$ cat config.mk
export PLATFORM = sky130hd
export DESIGN_NAME = fasb_top
export DESIGN_NICKNAME = d
export VERILOG_FILES = /design/src/rtl/fasb_pkg.sv /design/src/rtl/fasb_alert_bit.sv /design/src/rtl/fasb_summary_bit.sv /design/src/rtl/fasb_top.sv
export SDC_FILE = /design/constraint.sdc
export NUM_CORES = 1
export LEC_CHECK = 0
export ABC_CLOCK_PERIOD_IN_PS = 1900
export BUFFER_PORTS_ARGS = -buffer_cell sky130_fd_sc_hd__buf_2
export CORE_MARGIN = 5
export CORE_UTILIZATION = 30
export CTS_CLUSTER_DIAMETER = 50
export DETAILED_ROUTE_END_ITERATION = 16
export SLEW_MARGIN = 30
export SYNTH_ARGS = -nofsm -noshare
export SYNTH_HDL_FRONTEND = slang
export SYNTH_SLANG_ARGS = --single-unit
$ cat constraint.sdc
create_clock -name mclk -period 1.9 [get_ports mclk]
set_clock_uncertainty 0.2 [all_clocks]
set_input_delay 0.38 -clock mclk [delete_from_list [all_inputs] [get_ports mclk]]
set_output_delay 0.38 -clock mclk [all_outputs]
set_load 0.1 [all_outputs]
$ cat src/rtl/fasb_pkg.sv
// Constants for the fault alert status register bank
`default_nettype none
package fasb_pkg;
    localparam logic [7:0] FASB_ADDR_ONE = 8'h14;
    localparam logic [7:0] FASB_ADDR_TWO = 8'h18;
    localparam logic [7:0] FASB_ADDR_IRQ_STAT = 8'h20;
    localparam logic [7:0] FASB_ADDR_IRQ_MASK = 8'h24;
    localparam logic [7:0] FASB_ADDR_CTRL = 8'h28;
    localparam logic [7:0] FASB_ADDR_BAL = 8'h2c;
    localparam logic [7:0] FASB_ADDR_STATE = 8'h30;
    localparam int FASB_ONE_BITS = 9;
    localparam int FASB_TWO_LSB = 11;
    localparam int FASB_TWO_BITS = 5;
    localparam int FASB_BAL_N = 14;
    localparam int FASB_IRQ_BITS = 4;
    localparam int BIT_RAIL2 = 8;
    localparam int BIT_RAIL1 = 7;
    localparam int BIT_GND3 = 6;
    localparam int BIT_GND2 = 5;
    localparam int BIT_GND1 = 4;
    localparam int BIT_UNDER = 3;
    localparam int BIT_MARGIN = 2;
    localparam int BIT_OVER = 1;
    localparam int BIT_SUMMARY = 0;
    localparam logic [8:0] FASB_ONE_RESET = 9'h000;
    localparam logic [4:0] FASB_TWO_RESET = 5'h00;
    localparam logic [8:0] FASB_GATED_MASK = 9'h1fa;
    localparam int IRQ_ONE_SET = 0;
    localparam int IRQ_TWO_SET = 1;
    localparam int IRQ_SCAN_DONE = 2;
    localparam int IRQ_RST_ALERT = 3;
    localparam int CTRL_RST_ALERT = 0;
endpackage
`default_nettype wire

$ cat src/rtl/fasb_alert_bit.sv
// One latched fault bit: set wins, write zero clears unless hold_cond is high
`default_nettype none
module fasb_alert_bit (
    input wire logic mclk,
    input wire logic rst,
    input wire logic set_cond,
    input wire logic hold_cond,
    input wire logic clr_req,
    output logic q
);
    always_ff @(posedge mclk) begin
        if (rst) begin
            q <= 1'b0;
        end else if (set_cond) begin
            q <= 1'b1;
        end else if (clr_req && !hold_cond) begin
            q <= 1'b0;
        end
    end
endmodule
`default_nettype wire

$ cat src/rtl/fasb_summary_bit.sv
// Balance-switch fault summary bit, refreshed at scan end
`default_nettype none
module fasb_summary_bit #(
    parameter int N = 14
) (
    input wire logic mclk,
    input wire logic rst,
    input wire logic scan_done,
    input wire logic [N-1:0] balance_switch_fault,
    input wire logic [N-1:0] balance_enable,
    input wire logic clr_req,
    output logic q
);
    logic next_q;
    always_comb begin
        next_q = |balance_switch_fault;
        if (!(|(balance_switch_fault & balance_enable))) begin
            next_q = 1'b0;
        end
    end
    always_ff @(posedge mclk) begin
        if (rst) begin
            q <= 1'b0;
        end else if (scan_done) begin
            q <= next_q;
        end else if (clr_req) begin
            q <= 1'b0;
        end
    end
endmodule
`default_nettype wire

$ cat src/rtl/fasb_top.sv
// Fault alert status bank with Wishbone slave and interrupt
//
// Local design decision: the Wishbone interface to the registers.
`default_nettype none
module fasb_top
    import fasb_pkg::*;
#(
    parameter int BAL_N = FASB_BAL_N
) (
    input wire logic mclk,
    input wire logic rst,
    input wire logic wb_cyc_i,
    input wire logic wb_stb_i,
    input wire logic wb_we_i,
    input wire logic [7:0] wb_adr_i,
    input wire logic [3:0] wb_sel_i,
    input wire logic [31:0] wb_dat_i,
    output logic [31:0] wb_dat_o,
    output logic wb_ack_o,
    input wire logic logic_rail2_low,
    input wire logic logic_rail1_low,
    input wire logic ground3_open,
    input wire logic ground2_open,
    input wire logic ground1_open,
    input wire logic high_supply_under,
    input wire logic high_supply_margin_low,
    input wire logic measuring,
    input wire logic high_supply_over,
    input wire logic scan_done,
    input wire logic [BAL_N-1:0] balance_switch_fault,
    input wire logic [BAL_N-1:0] balance_enable,
    input wire logic user_event,
    input wire logic aux_supply_mux_event,
    input wire logic alert_retention_event,
    input wire logic temperature_event,
    input wire logic scan_timeout_event,
    input wire logic power_on_reset_event,
    output logic irq
);
    // ==========================================================
    // Bus decode
    logic req;
    logic wr;
    logic lo_wr;
    logic hi_wr;
    assign req = wb_cyc_i && wb_stb_i && !wb_ack_o;
    // Writes commit in the ack cycle, while the master still holds them
    assign wr = wb_cyc_i && wb_stb_i && wb_we_i && wb_ack_o;
    assign lo_wr = wb_sel_i[0];
    assign hi_wr = wb_sel_i[1];

    always_ff @(posedge mclk) begin
        if (rst) begin
            wb_ack_o <= 1'b0;
        end else begin
            wb_ack_o <= req;
        end
    end

    // ==========================================================
    // Power-on reset alert, set at reset, cleared by zero write
    logic power_on_reset_alert;
    logic [31:0] ctrl_wdat;
    assign ctrl_wdat = wb_dat_i;
    always_ff @(posedge mclk) begin
        if (rst) begin
            power_on_reset_alert <= 1'b1;
        end else if (power_on_reset_event) begin
            power_on_reset_alert <= 1'b1;
        end else if (wr && lo_wr && wb_adr_i == FASB_ADDR_CTRL &&
                     !ctrl_wdat[CTRL_RST_ALERT]) begin
            power_on_reset_alert <= 1'b0;
        end
    end

    // ==========================================================
    // First fault register
    logic [8:0] one_q;
    logic [8:0] one_raw;
    logic [8:0] one_set;
    logic [8:0] one_hold;
    logic [8:0] one_clr;
    logic one_wr_lo;
    logic one_wr_hi;
    assign one_wr_lo = wr && lo_wr && wb_adr_i == FASB_ADDR_ONE;
    assign one_wr_hi = wr && hi_wr && wb_adr_i == FASB_ADDR_ONE;

    always_comb begin
        one_raw = FASB_ONE_RESET;
        one_raw[BIT_RAIL2] = logic_rail2_low;
        one_raw[BIT_RAIL1] = logic_rail1_low;
        one_raw[BIT_GND3] = ground3_open;
        one_raw[BIT_GND2] = ground2_open;
        one_raw[BIT_GND1] = ground1_open;
        one_raw[BIT_UNDER] = high_supply_under;
        one_raw[BIT_MARGIN] = high_supply_margin_low && measuring;
        one_raw[BIT_OVER] = high_supply_over;
        // Gated bits held off while the reset alert is pending
        one_set = one_raw &
            ~(FASB_GATED_MASK & {9{power_on_reset_alert}});
        one_hold = FASB_ONE_RESET;
        one_hold[BIT_RAIL2] = logic_rail2_low;
        one_hold[BIT_RAIL1] = logic_rail1_low;
        // Zero written clears, one written is ignored
        one_clr = ~wb_dat_i[8:0] &
            {one_wr_hi, {8{one_wr_lo}}};
    end

    fasb_alert_bit u_rail2 (
        .mclk(mclk),
        .rst(rst),
        .set_cond(one_set[BIT_RAIL2]),
        .hold_cond(one_hold[BIT_RAIL2]),
        .clr_req(one_clr[BIT_RAIL2]),
        .q(one_q[BIT_RAIL2])
    );

    fasb_alert_bit u_rail1 (
        .mclk(mclk),
        .rst(rst),
        .set_cond(one_set[BIT_RAIL1]),
        .hold_cond(one_hold[BIT_RAIL1]),
        .clr_req(one_clr[BIT_RAIL1]),
        .q(one_q[BIT_RAIL1])
    );

    fasb_alert_bit u_gnd3 (
        .mclk(mclk),
        .rst(rst),
        .set_cond(one_set[BIT_GND3]),
        .hold_cond(one_hold[BIT_GND3]),
        .clr_req(one_clr[BIT_GND3]),
        .q(one_q[BIT_GND3])
    );

    fasb_alert_bit u_gnd2 (
        .mclk(mclk),
        .rst(rst),
        .set_cond(one_set[BIT_GND2]),
        .hold_cond(one_hold[BIT_GND2]),
        .clr_req(one_clr[BIT_GND2]),
        .q(one_q[BIT_GND2])
    );

    fasb_alert_bit u_gnd1 (
        .mclk(mclk),
        .rst(rst),
        .set_cond(one_set[BIT_GND1]),
        .hold_cond(one_hold[BIT_GND1]),
        .clr_req(one_clr[BIT_GND1]),
        .q(one_q[BIT_GND1])
    );

    fasb_alert_bit u_under (
        .mclk(mclk),
        .rst(rst),
        .set_cond(one_set[BIT_UNDER]),
        .hold_cond(one_hold[BIT_UNDER]),
        .clr_req(one_clr[BIT_UNDER]),
        .q(one_q[BIT_UNDER])
    );

    fasb_alert_bit u_margin (
        .mclk(mclk),
        .rst(rst),
        .set_cond(one_set[BIT_MARGIN]),
        .hold_cond(one_hold[BIT_MARGIN]),
        .clr_req(one_clr[BIT_MARGIN]),
        .q(one_q[BIT_MARGIN])
    );

    fasb_alert_bit u_over (
        .mclk(mclk),
        .rst(rst),
        .set_cond(one_set[BIT_OVER]),
        .hold_cond(one_hold[BIT_OVER]),
        .clr_req(one_clr[BIT_OVER]),
        .q(one_q[BIT_OVER])
    );

    fasb_summary_bit #(.N(BAL_N)) u_summary (
        .mclk(mclk),
        .rst(rst),
        .scan_done(scan_done),
        .balance_switch_fault(balance_switch_fault),
        .balance_enable(balance_enable),
        .clr_req(one_clr[BIT_SUMMARY]),
        .q(one_q[BIT_SUMMARY])
    );

    // ==========================================================
    // Second fault register, upper five bits
    logic [4:0] two_q;
    logic [4:0] two_set;
    logic [4:0] two_clr;
    assign two_set = {user_event, aux_supply_mux_event,
        alert_retention_event, temperature_event, scan_timeout_event};
    assign two_clr = ~wb_dat_i[15:11] &
        {5{wr && hi_wr && wb_adr_i == FASB_ADDR_TWO}};

    // Same latch cell as the first register, no hold term
    fasb_alert_bit u_user (
        .mclk(mclk),
        .rst(rst),
        .set_cond(two_set[4]),
        .hold_cond(1'b0),
        .clr_req(two_clr[4]),
        .q(two_q[4])
    );

    fasb_alert_bit u_aux_mux (
        .mclk(mclk),
        .rst(rst),
        .set_cond(two_set[3]),
        .hold_cond(1'b0),
        .clr_req(two_clr[3]),
        .q(two_q[3])
    );

    fasb_alert_bit u_retention (
        .mclk(mclk),
        .rst(rst),
        .set_cond(two_set[2]),
        .hold_cond(1'b0),
        .clr_req(two_clr[2]),
        .q(two_q[2])
    );

    fasb_alert_bit u_temp (
        .mclk(mclk),
        .rst(rst),
        .set_cond(two_set[1]),
        .hold_cond(1'b0),
        .clr_req(two_clr[1]),
        .q(two_q[1])
    );

    fasb_alert_bit u_timeout (
        .mclk(mclk),
        .rst(rst),
        .set_cond(two_set[0]),
        .hold_cond(1'b0),
        .clr_req(two_clr[0]),
        .q(two_q[0])
    );

    // ==========================================================
    // Interrupt status and mask
    logic [3:0] irq_stat;
    logic [3:0] irq_mask;
    logic [3:0] irq_ev;
    logic [3:0] irq_clr;
    assign irq_ev = {power_on_reset_event, scan_done,
        |two_set, |one_set[8:1]};
    assign irq_clr = wb_dat_i[3:0] &
        {4{wr && lo_wr && wb_adr_i == FASB_ADDR_IRQ_STAT}};

    always_ff @(posedge mclk) begin
        if (rst) begin
            irq_stat <= 4'h0;
        end else begin
            irq_stat <= irq_ev | (irq_stat & ~irq_clr);
        end
    end

    always_ff @(posedge mclk) begin
        if (rst) begin
            irq_mask <= 4'h0;
        end else if (wr && lo_wr && wb_adr_i == FASB_ADDR_IRQ_MASK) begin
            irq_mask <= wb_dat_i[3:0];
        end
    end

    assign irq = |(irq_stat & irq_mask);

    // ==========================================================
    // Read data
    always_ff @(posedge mclk) begin
        if (rst) begin
            wb_dat_o <= 32'h0000_0000;
        end else if (req && !wb_we_i) begin
            unique case (wb_adr_i)
                FASB_ADDR_ONE: begin
                    wb_dat_o <= {23'h000000, one_q};
                end
                FASB_ADDR_TWO: begin
                    wb_dat_o <= {16'h0000, two_q, 11'h000};
                end
                FASB_ADDR_IRQ_STAT: begin
                    wb_dat_o <= {28'h0000000, irq_stat};
                end
                FASB_ADDR_IRQ_MASK: begin
                    wb_dat_o <= {28'h0000000, irq_mask};
                end
                FASB_ADDR_CTRL: begin
                    wb_dat_o <= {31'h00000000, power_on_reset_alert};
                end
                FASB_ADDR_BAL: begin
                    wb_dat_o <= 32'(balance_switch_fault);
                end
                default: begin
                    wb_dat_o <= 32'h0000_0000;
                end
            endcase
        end
    end
endmodule
`default_nettype wire

==> results.cfg, run 1 <==
[run_status]
outcome = finished, final reports clean

[sta]
setup_viol = 0
slew_headroom_pct = 62.5
slew_violations = 0
finalSetupTns_ns = 0
rsz0062_at_grt = no
max_freq_mhz = 558
hold_violations = 0
holdWs_ns = 0.113
period_share_pct = 94.3
worst_slack_ns = 0.109
timing_worst_slew_pin_value_ns = 0.561
min_period_ns = 1.79

[placed_design]
dpl.hpwl_um = 6060
place_inst = 475
globalplace.congestion = 0.846
port_buffers = 90
placed_area_mm2 = 0.00290
preCtsSetupSlack_ns = -0.238

[cells_and_area]
nFillCells = 773
drive_gt1_share_pct = 37.0
fin_area_mm2 = 0.00304
antenna_cells = 0
nNetsFinal = 476
stdcell_count = 483
postLayoutCoreUtil_pct = 42.1
syn_to_final_growth_pct = 38.1

[yosys]
synth-edff-count = 0
ys_seq_area_share_pct = 36.4
synthesis.area_mm2 = 0.00220
synth.area.top_cells = dfxtp_1 36%, buf_4 5.5%, a21oi_1 4.3%
synth_cells = 269
synthArstFlopShare_pct = 0
synth_top_area_share_pct = 36.4
synth_cell_type_count = 47
ys.flop_type = dfxtp_1
ys.warnings.count = 0
yosys.area.top_type = dfxtp_1
ys_ff_latch = 40
syn_avg_cell_area_um2 = 8.18

[hold_path]
hold_class = in2reg
hp-start = wb_dat_i[2]

[floorplan]
dieArea_mm2 = 0.00915
ios = 127
die_y_um = 95.7
coreArea_mm2 = 0.00721
start_util_pct = 30.5
die_x_um = 95.7
rows = 31

[drt]
drtAntennaViolNets = 0
firstDrtPassIters = 4
drtIter0Drc = 149
drc = 0
drt-total-wl_um = 7380
wl_per_cell_um = 15.3
detailroute.via_count = 2398
routed_via_density = 4.96

[worst_setup_path]
cp_max_fo = 3
crit_path_top_delay_cell = dfxtp_1
crit_chain = a22oi_1, nand2_1, clkbuf_4
cp_slowest_stage_delay_ns = 0.34
critical_path.top_delay_family = flip-flops
critPathRequiredTime_ns = 1.32
cp_data_arrival_time_ns = 1.21
critPathKind = reg2out
crit_start = irq_stat[3]
start_kind = flip-flop
rr_startpoint = wb_ack_o
critical_path_buf_inv_count = 1
endpoint_kind = output pin

[clocking]
cts_buffers = 5
cts_setup_buffers = 0
cts_tree = built
htree_levels = 2
clockRootBuffer = clkbuf_8
clkSinkCount = 40
worstSkewPairLatency_ns = 0.30
clk_pin_slew_ns = 0.08
cts_buffer_depth = 2

[global_route]
grt_util_all_layers_pct = 16.0
grt_max_degree = 34
first_global_vias = 2303
antenna_found_initial = 0
grt_pass1_wl_um = 11200
overflow = 0

[job]
drv_cap = 0

[power_and_ir_drop]
max-vdd-ir-drop_mv = 0.341
leakagePower_nw = 1.27
p_total_mw = 1.96
power_density_mw_per_mm2 = 644
path summary, 6_finish.rpt:
path                                    end  cells after the start  slack (ns)
worst max register to register  wb_dat_o[0]                      4        0.18
worst min-delay path            irq_stat[2]                      2        0.11
worst min register to register     wb_ack_o                      1        0.24
worst max-delay path                    irq                      3        0.11
cells in the final DEF (no fill, tap or decap), types with 2 or more instances in the layout:
cell type,synthesis,layout
or4_1,2,2
a311oi_1,3,3
o31ai_1,7,7
nand2b_1,5,5
buf_2,2,88
nor2_1,20,20
o2bb2ai_1,3,3
nor4b_1,2,2
o21ai_0,7,7
buf_6,1,2
a32o_1,4,4
a31oi_1,3,3
or3b_2,3,3
a22oi_1,7,7
dfxtp_1,40,39
a32oi_1,2,2
a21oi_1,19,19
nand4_1,2,2
nand2_1,21,21
a211oi_1,12,12
nand3b_1,7,7
conb_1,1,16
buf_4,16,32
and2_1,4,4
nand3_1,15,15
o22ai_1,4,4
nor4_1,4,3
nor2b_1,3,3
nor3_2,0,2
a22o_1,5,5
inv_1,6,6
clkbuf_8,0,5
nor3_1,12,10
repair_timing:
action / 4_1_cts / 5_1_grt
setup endpoints to repair: 0 / 7
gates resized for setup: 0 / 6
hold buffers: 0 / 0
routing by layer:
metal  global-route usage [%]  vias up  routed length, um
met4                     3.32        0                 65
li1                         -     1214                  -
met2                     26.0       79               3440
met3                     4.18        6                553
met1                     21.2     1099               3320
met5                        0        -                  0
report_power, final:
part,switching [mW],internal [mW],leakage [nW]
Combinational,0.274,0.121,0.890
Clock,0.303,0.390,0.0552
Sequential,0.0152,0.854,0.326
Total,0.592,1.36,1.27
state kept, by name, indices dropped and copies added, names as in the netlist:
| register | cells |
|---|---|
| u_temp.q | 1 |
| u_rail1.q | 1 |
| u_gnd1.q | 1 |
| u_under.q | 1 |
| u_user.q | 1 |
| irq_mask | 4 |
| u_timeout.q | 1 |
| irq_stat | 4 |
| wb_ack_o | 1 |
| u_aux_mux.q | 1 |
| u_rail2.q | 1 |
| u_summary.q | 1 |
| wb_dat_o | 16 |
| u_margin.q | 1 |
| u_retention.q | 1 |
| power_on_reset_alert | 1 |
| u_gnd2.q | 1 |
| u_over.q | 1 |
| u_gnd3.q | 1 |
cell usage after synthesis (all sizes together) (7+ instances only):
cell and n:
a211oi 12, a21oi 19, a22oi 7, buf 19, clkbuf 12, dfxtp 40, nand2 21, nand3 15
nand3b 7, nor2 20, nor3 12, o21ai 7, o31ai 8
logic make-up after synthesis:
kind of cell | share of synthesized area (%)
other | 0.170
DFF | 36.4
AOI/OAI and AO/OA | 27.7
and+or+nand+nor | 25.6
muxes | 0.455
buffers and inverters | 9.66
cell type report:
cell class / count / area [um^2] / area share, %
Tap cell: 99 / 124 / 4.08
Timing Repair Buffer: 123 / 711 / 23.4
Multi-Input combinational cell: 206 / 1270 / 41.7
Clock buffer: 6 / 72.6 / 2.39
Clock inverter: 2 / 35.0 / 1.15
Sequential cell: 40 / 805 / 26.5
Inverter: 7 / 26.3 / 0.865
(Power assumes the default switching activity.)
==> run 2: changes to the inputs <==
--- a/config.mk
+++ b/config.mk
@@ -11,6 +11,7 @@
 export CORE_UTILIZATION = 30
 export CTS_CLUSTER_DIAMETER = 50
 export DETAILED_ROUTE_END_ITERATION = 16
+export MAX_ROUTING_LAYER = met4
 export SLEW_MARGIN = 30
 export SYNTH_ARGS = -nofsm -noshare
 export SYNTH_HDL_FRONTEND = slang
==> results.cfg, run 2 (same netlist as run 1, synthesis figures left out) <==
[cells_and_area]
final_common_cell = buf_2
stdcell_count = 482
nFillCells = 772
antenna_cells = 0
reg_top3 = wb_dat_o: 16 flops, irq_mask: 4 flops, irq_stat: 4 flops
drive_gt1_share_pct = 36.0
layout_common_cells = 87 x buf_2, 39 x dfxtp_1, 31 x buf_4
layout.area.seq_um2 = 805
fin_area_mm2 = 0.00302
largest_reg_flops = 16
syn_to_final_growth_pct = 37.4
nNetsFinal = 475
regMostFlops = wb_dat_o
multiInputGateArea_mm2 = 0.00125

[global_route]
grt_util_all_layers_pct = 16.6
antenna_found_initial = 0
overflow = 0
first_global_vias = 2364
grt_max_degree = 34
grt_pass1_wl_um = 11400

[sta]
hold_violations = 0
slew_violations = 0
timing_worst_slew_pin_value_ns = 0.601
period_share_pct = 98.1
max_freq_mhz = 537
holdWs_ns = 0.115
slew_headroom_pct = 59.8
setup_viol = 0
rsz0062_at_grt = yes
finalSetupTns_ns = 0
min_period_ns = 1.86

[drt]
detailroute.via_count = 2383
drtAntennaViolNets = 0
wl_per_cell_um = 15.4
drt-total-wl_um = 7440
drtIter0Drc = 109
routed_via_density = 4.94
drc = 0
firstDrtPassIters = 4

[clocking]
cts_buffer_depth = 2
cts_buffers = 5
worstSkewPairLatency_ns = 0.29
cts_tree = built
htree_levels = 2
clk_pin_slew_ns = 0.08
clkSinkCount = 40
clockRootBuffer = clkbuf_8

[floorplan]
start_util_pct = 30.5
coreArea_mm2 = 0.00721
die_x_um = 95.7
rows = 31
dieArea_mm2 = 0.00915
die_y_um = 95.7
ios = 127

[worst_setup_path]
endpoint_kind = flip-flop
start_kind = input port
critPathRequiredTime_ns = 1.92
cp_data_arrival_time_ns = 1.89
critPathKind = in2reg
cp_max_fo = 6

[placed_design]
placed_area_mm2 = 0.00290
place_inst = 474
globalplace.congestion = 0.856
dpl.hpwl_um = 6150
port_buffers = 90

[job]
drv_cap = 0

[power_and_ir_drop]
power_density_mw_per_mm2 = 648
max-vdd-ir-drop_mv = 0.323
leakagePower_nw = 1.27
p_total_mw = 1.96

[run_status]
outcome = finished, final reports clean

[hold_path]
hold_class = in2reg
run 2: what timing repair did:
item	4_1_cts	5_1_grt
gates resized for setup	0	4
setup buffers	0	0
hold buffers	0	0
setup endpoints to repair	0	7
run 2: through the flow:
| step | setup slack, ns | utilization [%] |
|---|---|---|
| 6_report | 0.0361 | 41.9 |
| 5_1_grt | -0.0666 | 41.9 |
| 4_1_cts | 0.0263 | 41.6 |
| 3_5_place_dp | -0.258 | 40.1 |
| 3_3_place_gp | -0.215 | 40.1 |
| 2_1_floorplan | -0.0179 | - |
run 2: final timing paths:
check	startpoint	endpoint	slack, ns	cells past startpoint
setup / recovery	wb_adr_i[0]	wb_dat_o[2]	0.04	6
hold / removal	wb_dat_i[2]	irq_stat[2]	0.12	2
setup reg to reg	wb_ack_o	wb_dat_o[2]	0.15	4
hold reg to reg	wb_ack_o	wb_ack_o	0.24	1
run 2: critical path, cell delays in order:
cell and delay (ns):
buf_6 0.09, or4_4 0.59, buf_6 0.16, a2111oi_4 0.37, o22ai_1 0.14, a21oi_1 0.15
run 2: per-layer routing:
layer	vias up	part of all wire [%]	GRT usage [%]
met3	5	5.8	2.37
met4	0	0.69	3.67
met5	-	0	-
li1	1209	-	-
met1	1094	46	22.0
met2	75	47	26.9
run 2: final cells by class:
cell class	instances	share of cell area, %
clock inverter	2	1.16
tap	99	4.10
timing repair buffer	122	23.5
clock buffer	6	2.40
sequential	40	26.6
multi-input combinational	206	41.4
inverter	7	0.869
run 2: power by group:
| part | internal [mW] | total [mW] | leakage [nW] | switching (mW) |
|---|---|---|---|---|
| sequential | 0.854 | 0.868 | 0.326 | 0.0144 |
| combinational | 0.121 | 0.393 | 0.887 | 0.273 |
| clock | 0.390 | 0.698 | 0.0552 | 0.308 |
| total | 1.36 | 1.96 | 1.27 | 0.595 |
